**config.mk**
```make
export PLATFORM = sky130hd
export DESIGN_NAME = spi_eeprom_core
export DESIGN_NICKNAME = d
export VERILOG_FILES = /design/src/hw/eeprom_pkg.sv /design/src/hw/spi_eeprom_core.sv /design/src/hw/byte_mem.sv
export SDC_FILE = /design/constraint.sdc
export NUM_CORES = 2
export LEC_CHECK = 0
export BUFFER_PORTS_ARGS = -buffer_cell sky130_fd_sc_hd__buf_2
export CORE_ASPECT_RATIO = 1.2
export CORE_MARGIN = 3
export CORE_UTILIZATION = 30
export CTS_BUF_LIST = sky130_fd_sc_hd__clkbuf_8
export DETAILED_ROUTE_END_ITERATION = 8
export PLACE_DENSITY = 0.42
export REMOVE_ABC_BUFFERS = 1
export SYNTH_ARGS = -nofsm -noshare
export SYNTH_HDL_FRONTEND = slang
export SYNTH_SLANG_ARGS = --single-unit
```
**constraint.sdc**
```tcl
create_clock -name ref_clk -period 4.96 [get_ports ref_clk]
set_input_delay 0.992 -clock ref_clk [delete_from_list [all_inputs] [get_ports ref_clk]]
set_output_delay 0.992 -clock ref_clk [all_outputs]
set_load 0.005 [all_outputs]
```
**src/hw/eeprom_pkg.sv**
```systemverilog
// Purpose: shared constants for the serial eeprom command logic
// Assumes: 20 MHz system clock, 512 x 8 array, 4-byte pages
// Notes:   opcodes are sent most significant bit first
package eeprom_pkg;

    // ------------------------------------------------------------
    // array geometry
    // ------------------------------------------------------------
    localparam int          MEM_DEPTH    = 512;
    localparam int          ADDR_W       = 9;
    localparam int          DATA_W       = 8;
    localparam int          PAGE_BYTES   = 4;

    // ------------------------------------------------------------
    // instruction codes
    // ------------------------------------------------------------
    localparam logic [7:0]  SET_WRITE_LATCH_CMD   = 8'h06;
    localparam logic [7:0]  CLEAR_WRITE_LATCH_CMD = 8'h04;
    localparam logic [7:0]  STATUS_READ_CMD       = 8'h05;
    localparam logic [7:0]  STATUS_WRITE_CMD      = 8'h01;
    localparam logic [3:0]  ARRAY_CMD_HIGH        = 4'h0;
    localparam logic [2:0]  ARRAY_READ_LOW        = 3'h3;
    localparam logic [2:0]  ARRAY_WRITE_LOW       = 3'h2;
    localparam int          CMD_ADDRESS_MSB_POS   = 3;

    // ------------------------------------------------------------
    // status byte layout
    // ------------------------------------------------------------
    localparam int          WRITE_BUSY_POS        = 0;
    localparam int          WRITE_LATCH_POS       = 1;
    localparam int          PROTECT_LEVEL_LOW_POS = 2;
    localparam int          PROTECT_LEVEL_HIGH_POS = 3;
    localparam logic [7:0]  STATUS_DURING_WRITE   = 8'hff;
    localparam logic [1:0]  PROTECT_RESET         = 2'h0;

    // ------------------------------------------------------------
    // protected ranges
    // ------------------------------------------------------------
    localparam logic [1:0]  PROT_NONE    = 2'h0;
    localparam logic [1:0]  PROT_QUARTER = 2'h1;
    localparam logic [1:0]  PROT_HALF    = 2'h2;
    localparam logic [1:0]  PROT_ALL     = 2'h3;
    localparam logic [8:0]  QUARTER_BASE = 9'h180;
    localparam logic [8:0]  HALF_BASE    = 9'h100;

    // ------------------------------------------------------------
    // timing
    // ------------------------------------------------------------
    localparam int          CLK_PERIOD_NS  = 50;
    localparam int          WRITE_TIME_MS  = 10;
    localparam int          WRITE_CYCLES   = (WRITE_TIME_MS * 1000000) / CLK_PERIOD_NS;
    localparam int          SYNC_STAGES    = 3;

endpackage

```
**src/hw/spi_eeprom_core.sv**
```systemverilog
// Purpose: serial command logic of a 512 x 8 serial eeprom
// Assumes: pins are asynchronous to ref_clk; sck at most 2.5 MHz for 20 MHz ref_clk
// Notes:   srst stands in for power-up; the array itself is held in byte_mem
// What this block does
// - sample si rising, change so falling
// - address msb from opcode bit 3
// - stream bytes, address advances per byte
// - read address wraps top to zero
// - select rise ends read output
// - status opcode shifts status byte out
// - more clocks after latch-set void it
// - up to four bytes per page write
// - page pointer wraps inside its page
// - commit only on a byte boundary
// - status readable during write, busy one
// - pause input suspends the transfer
// - after reset wait for select fall
// - latch clear at reset, set by opcode
// - opcode encodings
// - status byte layout, all ones busy
// - protect levels block array writes
// - latch clears when write cycle ends
`timescale 1ns/100ps
module spi_eeprom_core #(
    parameter int unsigned WRITE_CYCLES = eeprom_pkg::WRITE_CYCLES
) (
    input  wire logic       ref_clk,       // system clock, 20 MHz
    input  wire logic       srst,          // synchronous reset, active high
    input  wire logic       sck,           // serial shift clock pin
    input  wire logic       cs_n,          // device select pin, active low
    input  wire logic       si,            // serial data in pin
    input  wire logic       hold_n,        // pause pin, active low
    output logic            so,            // serial data out
    output logic            so_oe,         // high while so is driven
    output logic            write_busy,    // internal write cycle running
    output logic            write_latch,   // write-enable latch state
    output logic [1:0]      protect_level  // protect-level bits
);

    localparam int CNT_W = $clog2(WRITE_CYCLES + 1);
    localparam logic [CNT_W-1:0] CNT_LOAD = CNT_W'(WRITE_CYCLES - 1);

    // ------------------------------------------------------------
    // state
    // ------------------------------------------------------------
    typedef enum logic [8:0] {
        PH_IDLE    = 9'h001,
        PH_CMD     = 9'h002,
        PH_ADDR    = 9'h004,
        PH_RDATA   = 9'h008,
        PH_SREAD   = 9'h010,
        PH_WDATA   = 9'h020,
        PH_SWDATA  = 9'h040,
        PH_LATCH   = 9'h080,
        PH_IGNORE  = 9'h100
    } phase_t;

    typedef struct packed {
        logic [2:0]       sck_sy;
        logic [2:0]       cs_sy;
        logic [1:0]       si_sy;
        logic [1:0]       hold_sy;
        logic             armed;
        phase_t           phase;
        logic [2:0]       bit_cnt;
        logic [7:0]       in_sh;
        logic [7:0]       cmd;
        logic [8:0]       addr;
        logic             latch;
        logic [1:0]       bp;
        logic             busy;
        logic [CNT_W-1:0] busy_cnt;
        logic             writing;
        logic [1:0]       wr_idx;
        logic [6:0]       pg_base;
        logic [1:0]       pg_ptr;
        logic [3:0][7:0]  pg_data;
        logic [3:0]       pg_valid;
        logic             byte_done;
        logic [7:0]       sw_data;
        logic             fetch_pend;
        logic [1:0][7:0]  fb_data;
        logic             fb_wp;
        logic             fb_rp;
        logic [1:0]       fb_cnt;
        logic [7:0]       out_sh;
        logic [2:0]       out_left;
        logic             out_on;
        logic             so;
    } core_t;

    core_t q_ff;
    core_t nxt_q;

    logic       sck_rise;
    logic       sck_fall;
    logic       cs_high;
    logic       cs_rise;
    logic       cs_fall;
    logic       hold_ok;
    logic       rise;
    logic       fall;
    logic [7:0] in_byte;
    logic [7:0] status_byte;
    logic [7:0] load_byte;
    logic       fb_in_valid;
    logic       fb_in_ready;
    logic       fb_out_valid;
    logic       fb_out_ready;
    logic       mem_we;
    logic [8:0] mem_wa;
    logic [7:0] mem_wd;
    logic       mem_re;
    logic [7:0] mem_rd;

    function automatic logic page_protected(input logic [6:0] base, input logic [1:0] lvl);
        logic [8:0] a;
        a = {base, 2'b00};
        unique case (lvl)
            eeprom_pkg::PROT_NONE:    page_protected = 1'b0;
            eeprom_pkg::PROT_QUARTER: page_protected = (a >= eeprom_pkg::QUARTER_BASE);
            eeprom_pkg::PROT_HALF:    page_protected = (a >= eeprom_pkg::HALF_BASE);
            eeprom_pkg::PROT_ALL:     page_protected = 1'b1;
        endcase
    endfunction

    // ------------------------------------------------------------
    // pin sampling and edge finding
    // ------------------------------------------------------------
    // pins pass two flops; the third stage only feeds the edge compare
    assign sck_rise = q_ff.sck_sy[1] & ~q_ff.sck_sy[2];
    assign sck_fall = ~q_ff.sck_sy[1] & q_ff.sck_sy[2];
    assign cs_high  = q_ff.cs_sy[1];
    assign cs_rise  = q_ff.cs_sy[1] & ~q_ff.cs_sy[2];
    assign cs_fall  = ~q_ff.cs_sy[1] & q_ff.cs_sy[2];
    assign hold_ok  = q_ff.hold_sy[1];
    assign rise     = sck_rise & hold_ok & ~cs_high;
    assign fall     = sck_fall & hold_ok & ~cs_high;
    assign in_byte  = {q_ff.in_sh[6:0], q_ff.si_sy[1]};

    assign status_byte = q_ff.busy ? eeprom_pkg::STATUS_DURING_WRITE :
                         {4'h0, q_ff.bp, q_ff.latch, q_ff.busy};

    // ------------------------------------------------------------
    // read-ahead buffer handshakes
    // ------------------------------------------------------------
    // the buffer counts the fetch in flight so a stalled shifter
    // holds the fetcher off instead of dropping a byte
    assign fb_in_valid  = q_ff.fetch_pend & (q_ff.phase == PH_RDATA) & ~cs_rise;
    assign fb_in_ready  = ({1'b0, q_ff.fb_cnt} + {2'b00, q_ff.fetch_pend}) < 3'd2;
    assign fb_out_valid = (q_ff.fb_cnt != 2'd0);
    assign fb_out_ready = fall & (q_ff.phase == PH_RDATA) & (q_ff.out_left == 3'd0);
    assign mem_re       = (q_ff.phase == PH_RDATA) & ~q_ff.fetch_pend & fb_in_ready
                          & ~cs_high;
    assign load_byte    = (q_ff.phase == PH_SREAD) ? status_byte :
                          (fb_out_valid ? q_ff.fb_data[q_ff.fb_rp] : 8'h00);

    // ------------------------------------------------------------
    // array write port, fed from the page buffer
    // ------------------------------------------------------------
    assign mem_we = q_ff.writing & q_ff.pg_valid[q_ff.wr_idx];
    assign mem_wa = {q_ff.pg_base, q_ff.wr_idx};
    assign mem_wd = q_ff.pg_data[q_ff.wr_idx];

    byte_mem #(
        .DEPTH   (eeprom_pkg::MEM_DEPTH),
        .AW      (eeprom_pkg::ADDR_W),
        .DW      (eeprom_pkg::DATA_W)
    ) u_array (
        .clk     (ref_clk),
        .wr_en   (mem_we),
        .wr_addr (mem_wa),
        .wr_data (mem_wd),
        .rd_en   (mem_re),
        .rd_addr (q_ff.addr),
        .rd_data (mem_rd)
    );

    // ------------------------------------------------------------
    // next state
    // ------------------------------------------------------------
    always_comb begin
        nxt_q         = q_ff;
        nxt_q.sck_sy  = {q_ff.sck_sy[1:0], sck};
        nxt_q.cs_sy   = {q_ff.cs_sy[1:0], cs_n};
        nxt_q.si_sy   = {q_ff.si_sy[0], si};
        nxt_q.hold_sy = {q_ff.hold_sy[0], hold_n};
        if (cs_high) begin
            nxt_q.armed = 1'b1;
        end

        // self-timed write cycle
        if (q_ff.writing) begin
            nxt_q.wr_idx = q_ff.wr_idx + 2'd1;
            if (q_ff.wr_idx == 2'd3) begin
                nxt_q.writing = 1'b0;
            end
        end
        if (q_ff.busy) begin
            if (q_ff.busy_cnt == '0) begin
                nxt_q.busy  = 1'b0;
                nxt_q.latch = 1'b0;
            end else begin
                nxt_q.busy_cnt = q_ff.busy_cnt - CNT_W'(1);
            end
        end

        // read-ahead fetch and buffer
        nxt_q.fetch_pend = mem_re;
        if (mem_re) begin
            nxt_q.addr = q_ff.addr + 9'h001;
        end
        if (fb_in_valid) begin
            nxt_q.fb_data[q_ff.fb_wp] = mem_rd;
            nxt_q.fb_wp = ~q_ff.fb_wp;
        end
        if (fb_out_ready & fb_out_valid) begin
            nxt_q.fb_rp = ~q_ff.fb_rp;
        end
        nxt_q.fb_cnt = q_ff.fb_cnt + {1'b0, fb_in_valid}
                       - {1'b0, fb_out_ready & fb_out_valid};

        // output shifter, changes only on falling sck
        if (fall & ((q_ff.phase == PH_RDATA) | (q_ff.phase == PH_SREAD))) begin
            nxt_q.out_on = 1'b1;
            if (q_ff.out_left == 3'd0) begin
                nxt_q.so       = load_byte[7];
                nxt_q.out_sh   = {load_byte[6:0], 1'b0};
                nxt_q.out_left = 3'd7;
            end else begin
                nxt_q.so       = q_ff.out_sh[7];
                nxt_q.out_sh   = {q_ff.out_sh[6:0], 1'b0};
                nxt_q.out_left = q_ff.out_left - 3'd1;
            end
        end

        // input shifter, samples only on rising sck
        if (rise) begin
            nxt_q.in_sh   = in_byte;
            nxt_q.bit_cnt = q_ff.bit_cnt + 3'd1;
            unique case (q_ff.phase)
                PH_CMD: begin
                    if (q_ff.bit_cnt == 3'd7) begin
                        nxt_q.cmd = in_byte;
                        nxt_q.phase = PH_IGNORE;
                        if ((in_byte[7:4] == eeprom_pkg::ARRAY_CMD_HIGH)
                            && (in_byte[2:0] == eeprom_pkg::ARRAY_READ_LOW)) begin
                            nxt_q.addr[8] = in_byte[eeprom_pkg::CMD_ADDRESS_MSB_POS];
                            nxt_q.phase   = PH_ADDR;
                        end else if ((in_byte[7:4] == eeprom_pkg::ARRAY_CMD_HIGH)
                            && (in_byte[2:0] == eeprom_pkg::ARRAY_WRITE_LOW)) begin
                            if (q_ff.latch & ~q_ff.busy) begin
                                nxt_q.addr[8] = in_byte[eeprom_pkg::CMD_ADDRESS_MSB_POS];
                                nxt_q.phase   = PH_ADDR;
                            end
                        end else if (in_byte == eeprom_pkg::SET_WRITE_LATCH_CMD) begin
                            nxt_q.phase = PH_LATCH;
                        end else if (in_byte == eeprom_pkg::CLEAR_WRITE_LATCH_CMD) begin
                            nxt_q.latch = 1'b0;
                        end else if (in_byte == eeprom_pkg::STATUS_READ_CMD) begin
                            nxt_q.phase = PH_SREAD;
                        end else if (in_byte == eeprom_pkg::STATUS_WRITE_CMD) begin
                            if (q_ff.latch & ~q_ff.busy) begin
                                nxt_q.phase     = PH_SWDATA;
                                nxt_q.byte_done = 1'b0;
                            end
                        end
                    end
                end
                PH_ADDR: begin
                    if (q_ff.bit_cnt == 3'd7) begin
                        nxt_q.addr[7:0] = in_byte;
                        if (q_ff.cmd[2:0] == eeprom_pkg::ARRAY_READ_LOW) begin
                            nxt_q.phase = PH_RDATA;
                        end else begin
                            nxt_q.phase     = PH_WDATA;
                            nxt_q.pg_base   = {q_ff.addr[8], in_byte[7:2]};
                            nxt_q.pg_ptr    = in_byte[1:0];
                            nxt_q.pg_valid  = 4'h0;
                            nxt_q.byte_done = 1'b0;
                        end
                    end
                end
                PH_WDATA: begin
                    nxt_q.byte_done = 1'b0;
                    if (q_ff.bit_cnt == 3'd7) begin
                        nxt_q.pg_data[q_ff.pg_ptr]  = in_byte;
                        nxt_q.pg_valid[q_ff.pg_ptr] = 1'b1;
                        nxt_q.pg_ptr    = q_ff.pg_ptr + 2'd1;
                        nxt_q.byte_done = 1'b1;
                    end
                end
                PH_SWDATA: begin
                    nxt_q.byte_done = 1'b0;
                    if (q_ff.bit_cnt == 3'd7) begin
                        nxt_q.sw_data   = in_byte;
                        nxt_q.byte_done = 1'b1;
                    end
                end
                PH_LATCH: begin
                    nxt_q.phase = PH_IGNORE;
                end
                PH_IDLE, PH_RDATA, PH_SREAD, PH_IGNORE: begin
                end
                default: begin
                    nxt_q.phase = PH_IGNORE;
                end
            endcase
        end

        // select edges override the serial work above
        if (cs_rise) begin
            nxt_q.phase      = PH_IDLE;
            nxt_q.out_on     = 1'b0;
            nxt_q.out_left   = 3'd0;
            nxt_q.fetch_pend = 1'b0;
            nxt_q.fb_cnt     = 2'd0;
            nxt_q.fb_rp      = 1'b0;
            nxt_q.fb_wp      = 1'b0;
            if (q_ff.phase == PH_LATCH) begin
                nxt_q.latch = 1'b1;
            end
            if ((q_ff.phase == PH_WDATA) & q_ff.byte_done
                & ~page_protected(q_ff.pg_base, q_ff.bp)) begin
                nxt_q.busy     = 1'b1;
                nxt_q.busy_cnt = CNT_LOAD;
                nxt_q.writing  = 1'b1;
                nxt_q.wr_idx   = 2'd0;
            end
            if ((q_ff.phase == PH_SWDATA) & q_ff.byte_done) begin
                nxt_q.bp = {q_ff.sw_data[eeprom_pkg::PROTECT_LEVEL_HIGH_POS],
                            q_ff.sw_data[eeprom_pkg::PROTECT_LEVEL_LOW_POS]};
                nxt_q.busy     = 1'b1;
                nxt_q.busy_cnt = CNT_LOAD;
            end
        end else if (cs_fall & q_ff.armed) begin
            nxt_q.phase    = PH_CMD;
            nxt_q.bit_cnt  = 3'd0;
            nxt_q.out_left = 3'd0;
            nxt_q.out_on   = 1'b0;
        end
    end

    // ------------------------------------------------------------
    // registers
    // ------------------------------------------------------------
    always_ff @(posedge ref_clk) begin
        if (srst) begin
            q_ff         <= '0;
            q_ff.phase   <= PH_IDLE;
            q_ff.latch   <= 1'b0;
            q_ff.bp      <= eeprom_pkg::PROTECT_RESET;
            q_ff.hold_sy <= 2'b11;
        end else begin
            q_ff <= nxt_q;
        end
    end

    // ------------------------------------------------------------
    // outputs
    // ------------------------------------------------------------
    // pause and deselect release the pin two ref_clk edges after the pin changes, without waiting for sck
    assign so            = q_ff.so;
    assign so_oe         = q_ff.out_on & ~cs_high & hold_ok;
    assign write_busy    = q_ff.busy;
    assign write_latch   = q_ff.latch;
    assign protect_level = q_ff.bp;

endmodule

```
**src/hw/byte_mem.sv**
```systemverilog
// Purpose: two-port byte array with registered read data
// Assumes: one write port and one read port on the same clock
// Notes:   array contents are not reset, as a real array is not
`timescale 1ns/100ps
module byte_mem #(
    parameter int DEPTH  = eeprom_pkg::MEM_DEPTH,
    parameter int AW     = eeprom_pkg::ADDR_W,
    parameter int DW     = eeprom_pkg::DATA_W
) (
    input  wire logic          clk,      // system clock
    input  wire logic          wr_en,    // write strobe
    input  wire logic [AW-1:0] wr_addr,  // write address
    input  wire logic [DW-1:0] wr_data,  // write data
    input  wire logic          rd_en,    // read strobe
    input  wire logic [AW-1:0] rd_addr,  // read address
    output logic      [DW-1:0] rd_data   // read data, one cycle after rd_en
);

    logic [DW-1:0] mem_ff [DEPTH];

    always_ff @(posedge clk) begin
        if (wr_en) begin
            mem_ff[wr_addr] <= wr_data;
        end
        if (rd_en) begin
            rd_data <= mem_ff[rd_addr];
        end
    end

endmodule

```
==> results.cfg <==
[finish]
fillers = 51900
utilization_pct = 34.9
layout-drive-gt1-share_pct = 27.7
areaGrowthSynthToFinish_pct = 15.9
layout_commonest_cell = edfxtp_1
final_area_um2 = 193000
fin_nets = 9179
final_cell_mix = edfxtp_1, mux4_2, clkbuf_8
final_cells = 17100

[worst_hold_path]
hp-class = in2reg
hold_end = q_ff[6]
min_path_cells = 2
worstHoldStart = srst

[sta]
finalCriticalPeriod_ns = 4.91
slew_headroom_pct = 10.5
setup-tns-final_ns = 0
slew_violations = 0
worst_slack_ns = 0.0493
finalSetupViolations = 0
hold_violations = 0
skew_ns = 0.128
post-route-period-util_pct = 99.0
holdWs_ns = 0.327
fmax_mhz = 204
rsz0062_at_grt = no
worst_pin_slew_ns = 1.34

[placement]
gp_congestion = 0.812
dpl.hpwl_mm = 345
port_buffers = 11
placed_area_um2 = 180000
dp_cells = 15800
pre_cts_ws_ns = -0.0985

[worst_setup_path]
cp-end-kind = flip-flop
worstReg2RegStart = q_ff[114]
cp_max_fo = 27
reg2reg_slack_ns = 0.05
cp_data_arrival_time_ns = 5.92
crit-reg2reg-capture = u_array.rd_data[2]
rr_worst_depth = 10
crit_type = reg2reg
worst_setup_path_start_kind = flip-flop
worstPathRequired_ns = 5.97

[clocking]
cts_max_level = 6
cts.sinks = 4252
tritoncts = yes
root_buffer = clkbuf_8
clkSlewWorstSetupHoldPaths_ns = 0.06
clockBufferDepth = 4
postCtsSetupBuffers = 0
cts_made_buffers = 713
clkLatencyLatePin_ns = 1.32

[synthesis]
synth-main-ff-cell = edfxtp_1
avgSynthCellArea_um2 = 20.2
synthDistinctLibCells = 84
synth_seq_cells = 4252
synth_edf_count = 4104
syn_inst = 8230
yosys_warnings = 0
ys_seq_area_share_pct = 75.8
async_reset_ff_share_pct = 0
synthesis.area_um2 = 166000

[routing]
wl_met2_mm = 277
drc_errors = 0
wl_met1_mm = 226
wirelength_mm = 552
antenna_left = 0
route.met3.wl_mm = 30.7
drt_iter0_drc = 9025
top_layer_used = met4
drtPass1Iterations = 6
wire_per_inst_um = 32.2
routed_via_density = 5.10
vias = 87300

[floorplan]
die_h_um = 822
core_um2 = 553000
die_w_um = 686
die_area_um2 = 564000
ioPinCount = 12
std_cell_rows = 299
start_util_pct = 30.1

[grt]
grt_max_degree = 176
grt_pass1_wl_mm = 759
antenna_found_initial = 51
grt_pass1_vias = 90700
overflow = 0
track_usage_pct = 19.2

[power]
power_density_nw_per_um2 = 351
finalPower_mw = 67.8
ir_drop_mv = 0.249
p_leak_nw = 60.4

[flow_run]
cap_violations = 0

[outcome]
status = complete, no violations
==> report_power, final <==
| part | switching [mW] | internal [mW] | total [mW] |
|---|---|---|---|
| registers | 0.00504 | 38.8 | 38.8 |
| logic | 0.0316 | 0.0109 | 0.0424 |
| clock network | 14.6 | 14.3 | 28.9 |
| total | 14.7 | 53.1 | 67.8 |
==> how the worst max path moves through the flow <==
stage                    from                  to  slack [ns]  cells after the start
floorplan           q_ff[113]  u_array.rd_data[2]      -43.81                      6
global placement    q_ff[113]  u_array.rd_data[4]       -0.13                      8
detailed placement  q_ff[113]  u_array.rd_data[6]        -0.1                     12
CTS                 q_ff[113]  u_array.rd_data[6]        0.15                     12
global route        q_ff[113]  u_array.rd_data[5]        0.03                     10
finish              q_ff[114]  u_array.rd_data[2]        0.05                     10
==> sequential cells by signal, summed over array words and instances (netlist names) <==
signal and flops:
q_ff 119, hold_ok 1, cs_high 1, u_array.mem_ff 4096, in_byte 8, so 1, u_array.rd_data 8, mem_wa 9
write_latch 1, nxt_q 5, write_busy 1, protect_level 2
==> per-layer routing <==
metal	vias up	track usage (%)
li1	35900	-
met1	47600	25.0
met2	2992	32.9
met3	800	2.85
met4	0	6.20
met5	-	0
==> cell usage after synthesis, drive strengths merged, types with 19 or more instances <==
| cell type | instances | area [µm²] |
|---|---|---|
| a211oi | 44 | 335 |
| a21oi | 193 | 966 |
| a221oi | 68 | 608 |
| a22oi | 66 | 495 |
| a31oi | 26 | 163 |
| buf | 268 | 2130 |
| clkbuf | 253 | 950 |
| dfxtp | 148 | 2960 |
| edfxtp | 4104 | 123000 |
| inv | 25 | 93.8 |
| mux2 | 47 | 529 |
| mux2i | 364 | 3640 |
| mux4 | 977 | 22000 |
| nand2 | 375 | 1410 |
| nand3 | 50 | 250 |
| nor2 | 646 | 2420 |
| nor2b | 37 | 231 |
| nor3 | 29 | 150 |
| o211ai | 34 | 255 |
| o21ai | 84 | 420 |
| o221ai | 48 | 420 |
| o22ai | 53 | 332 |
| xnor2 | 19 | 166 |
==> repair_timing <==
item,4_1_cts,5_1_grt
endpoints found under the setup margin,2,0
hold endpoints to repair,4,0
gates resized for setup,2,0
hold buffers,4,0
==> critical path: stages (launching register included) <==
cell	delay [ns]
dfxtp_4	0.58
buf_12	0.29
nor2_4	0.85
buf_12	0.28
a221oi_1	0.19
a22oi_1	0.27
o211ai_1	0.15
nand3_1	0.71
nor4bb_1	0.86
buf_4	0.23
a22oi_1	0.09
==> area by class of cell <==
class	count	area [µm²]	area share, %
multi-input combinational	3431	37400	19.4
antenna	35	87.6	0.0454
tap	7374	9230	4.79
inverter	26	118	0.0610
clock buffer	725	9980	5.18
clock inverter	556	2890	1.50
sequential	4252	126000	65.5
timing repair buffer	733	6920	3.59
==> logic make-up after synthesis <==
| logic type | Yosys count | share of synthesized area (%) |
|---|---|---|
| simple gates | 1270 | 3.24 |
| mux | 1388 | 15.7 |
| xor+xnor | 28 | 0.147 |
| buf+inv | 547 | 1.91 |
| flops | 4252 | 75.8 |
| fa+ha+maj | 16 | 0.120 |
| compound gates | 729 | 3.01 |
No activity file was read; power rests on OpenSTA's default activity.
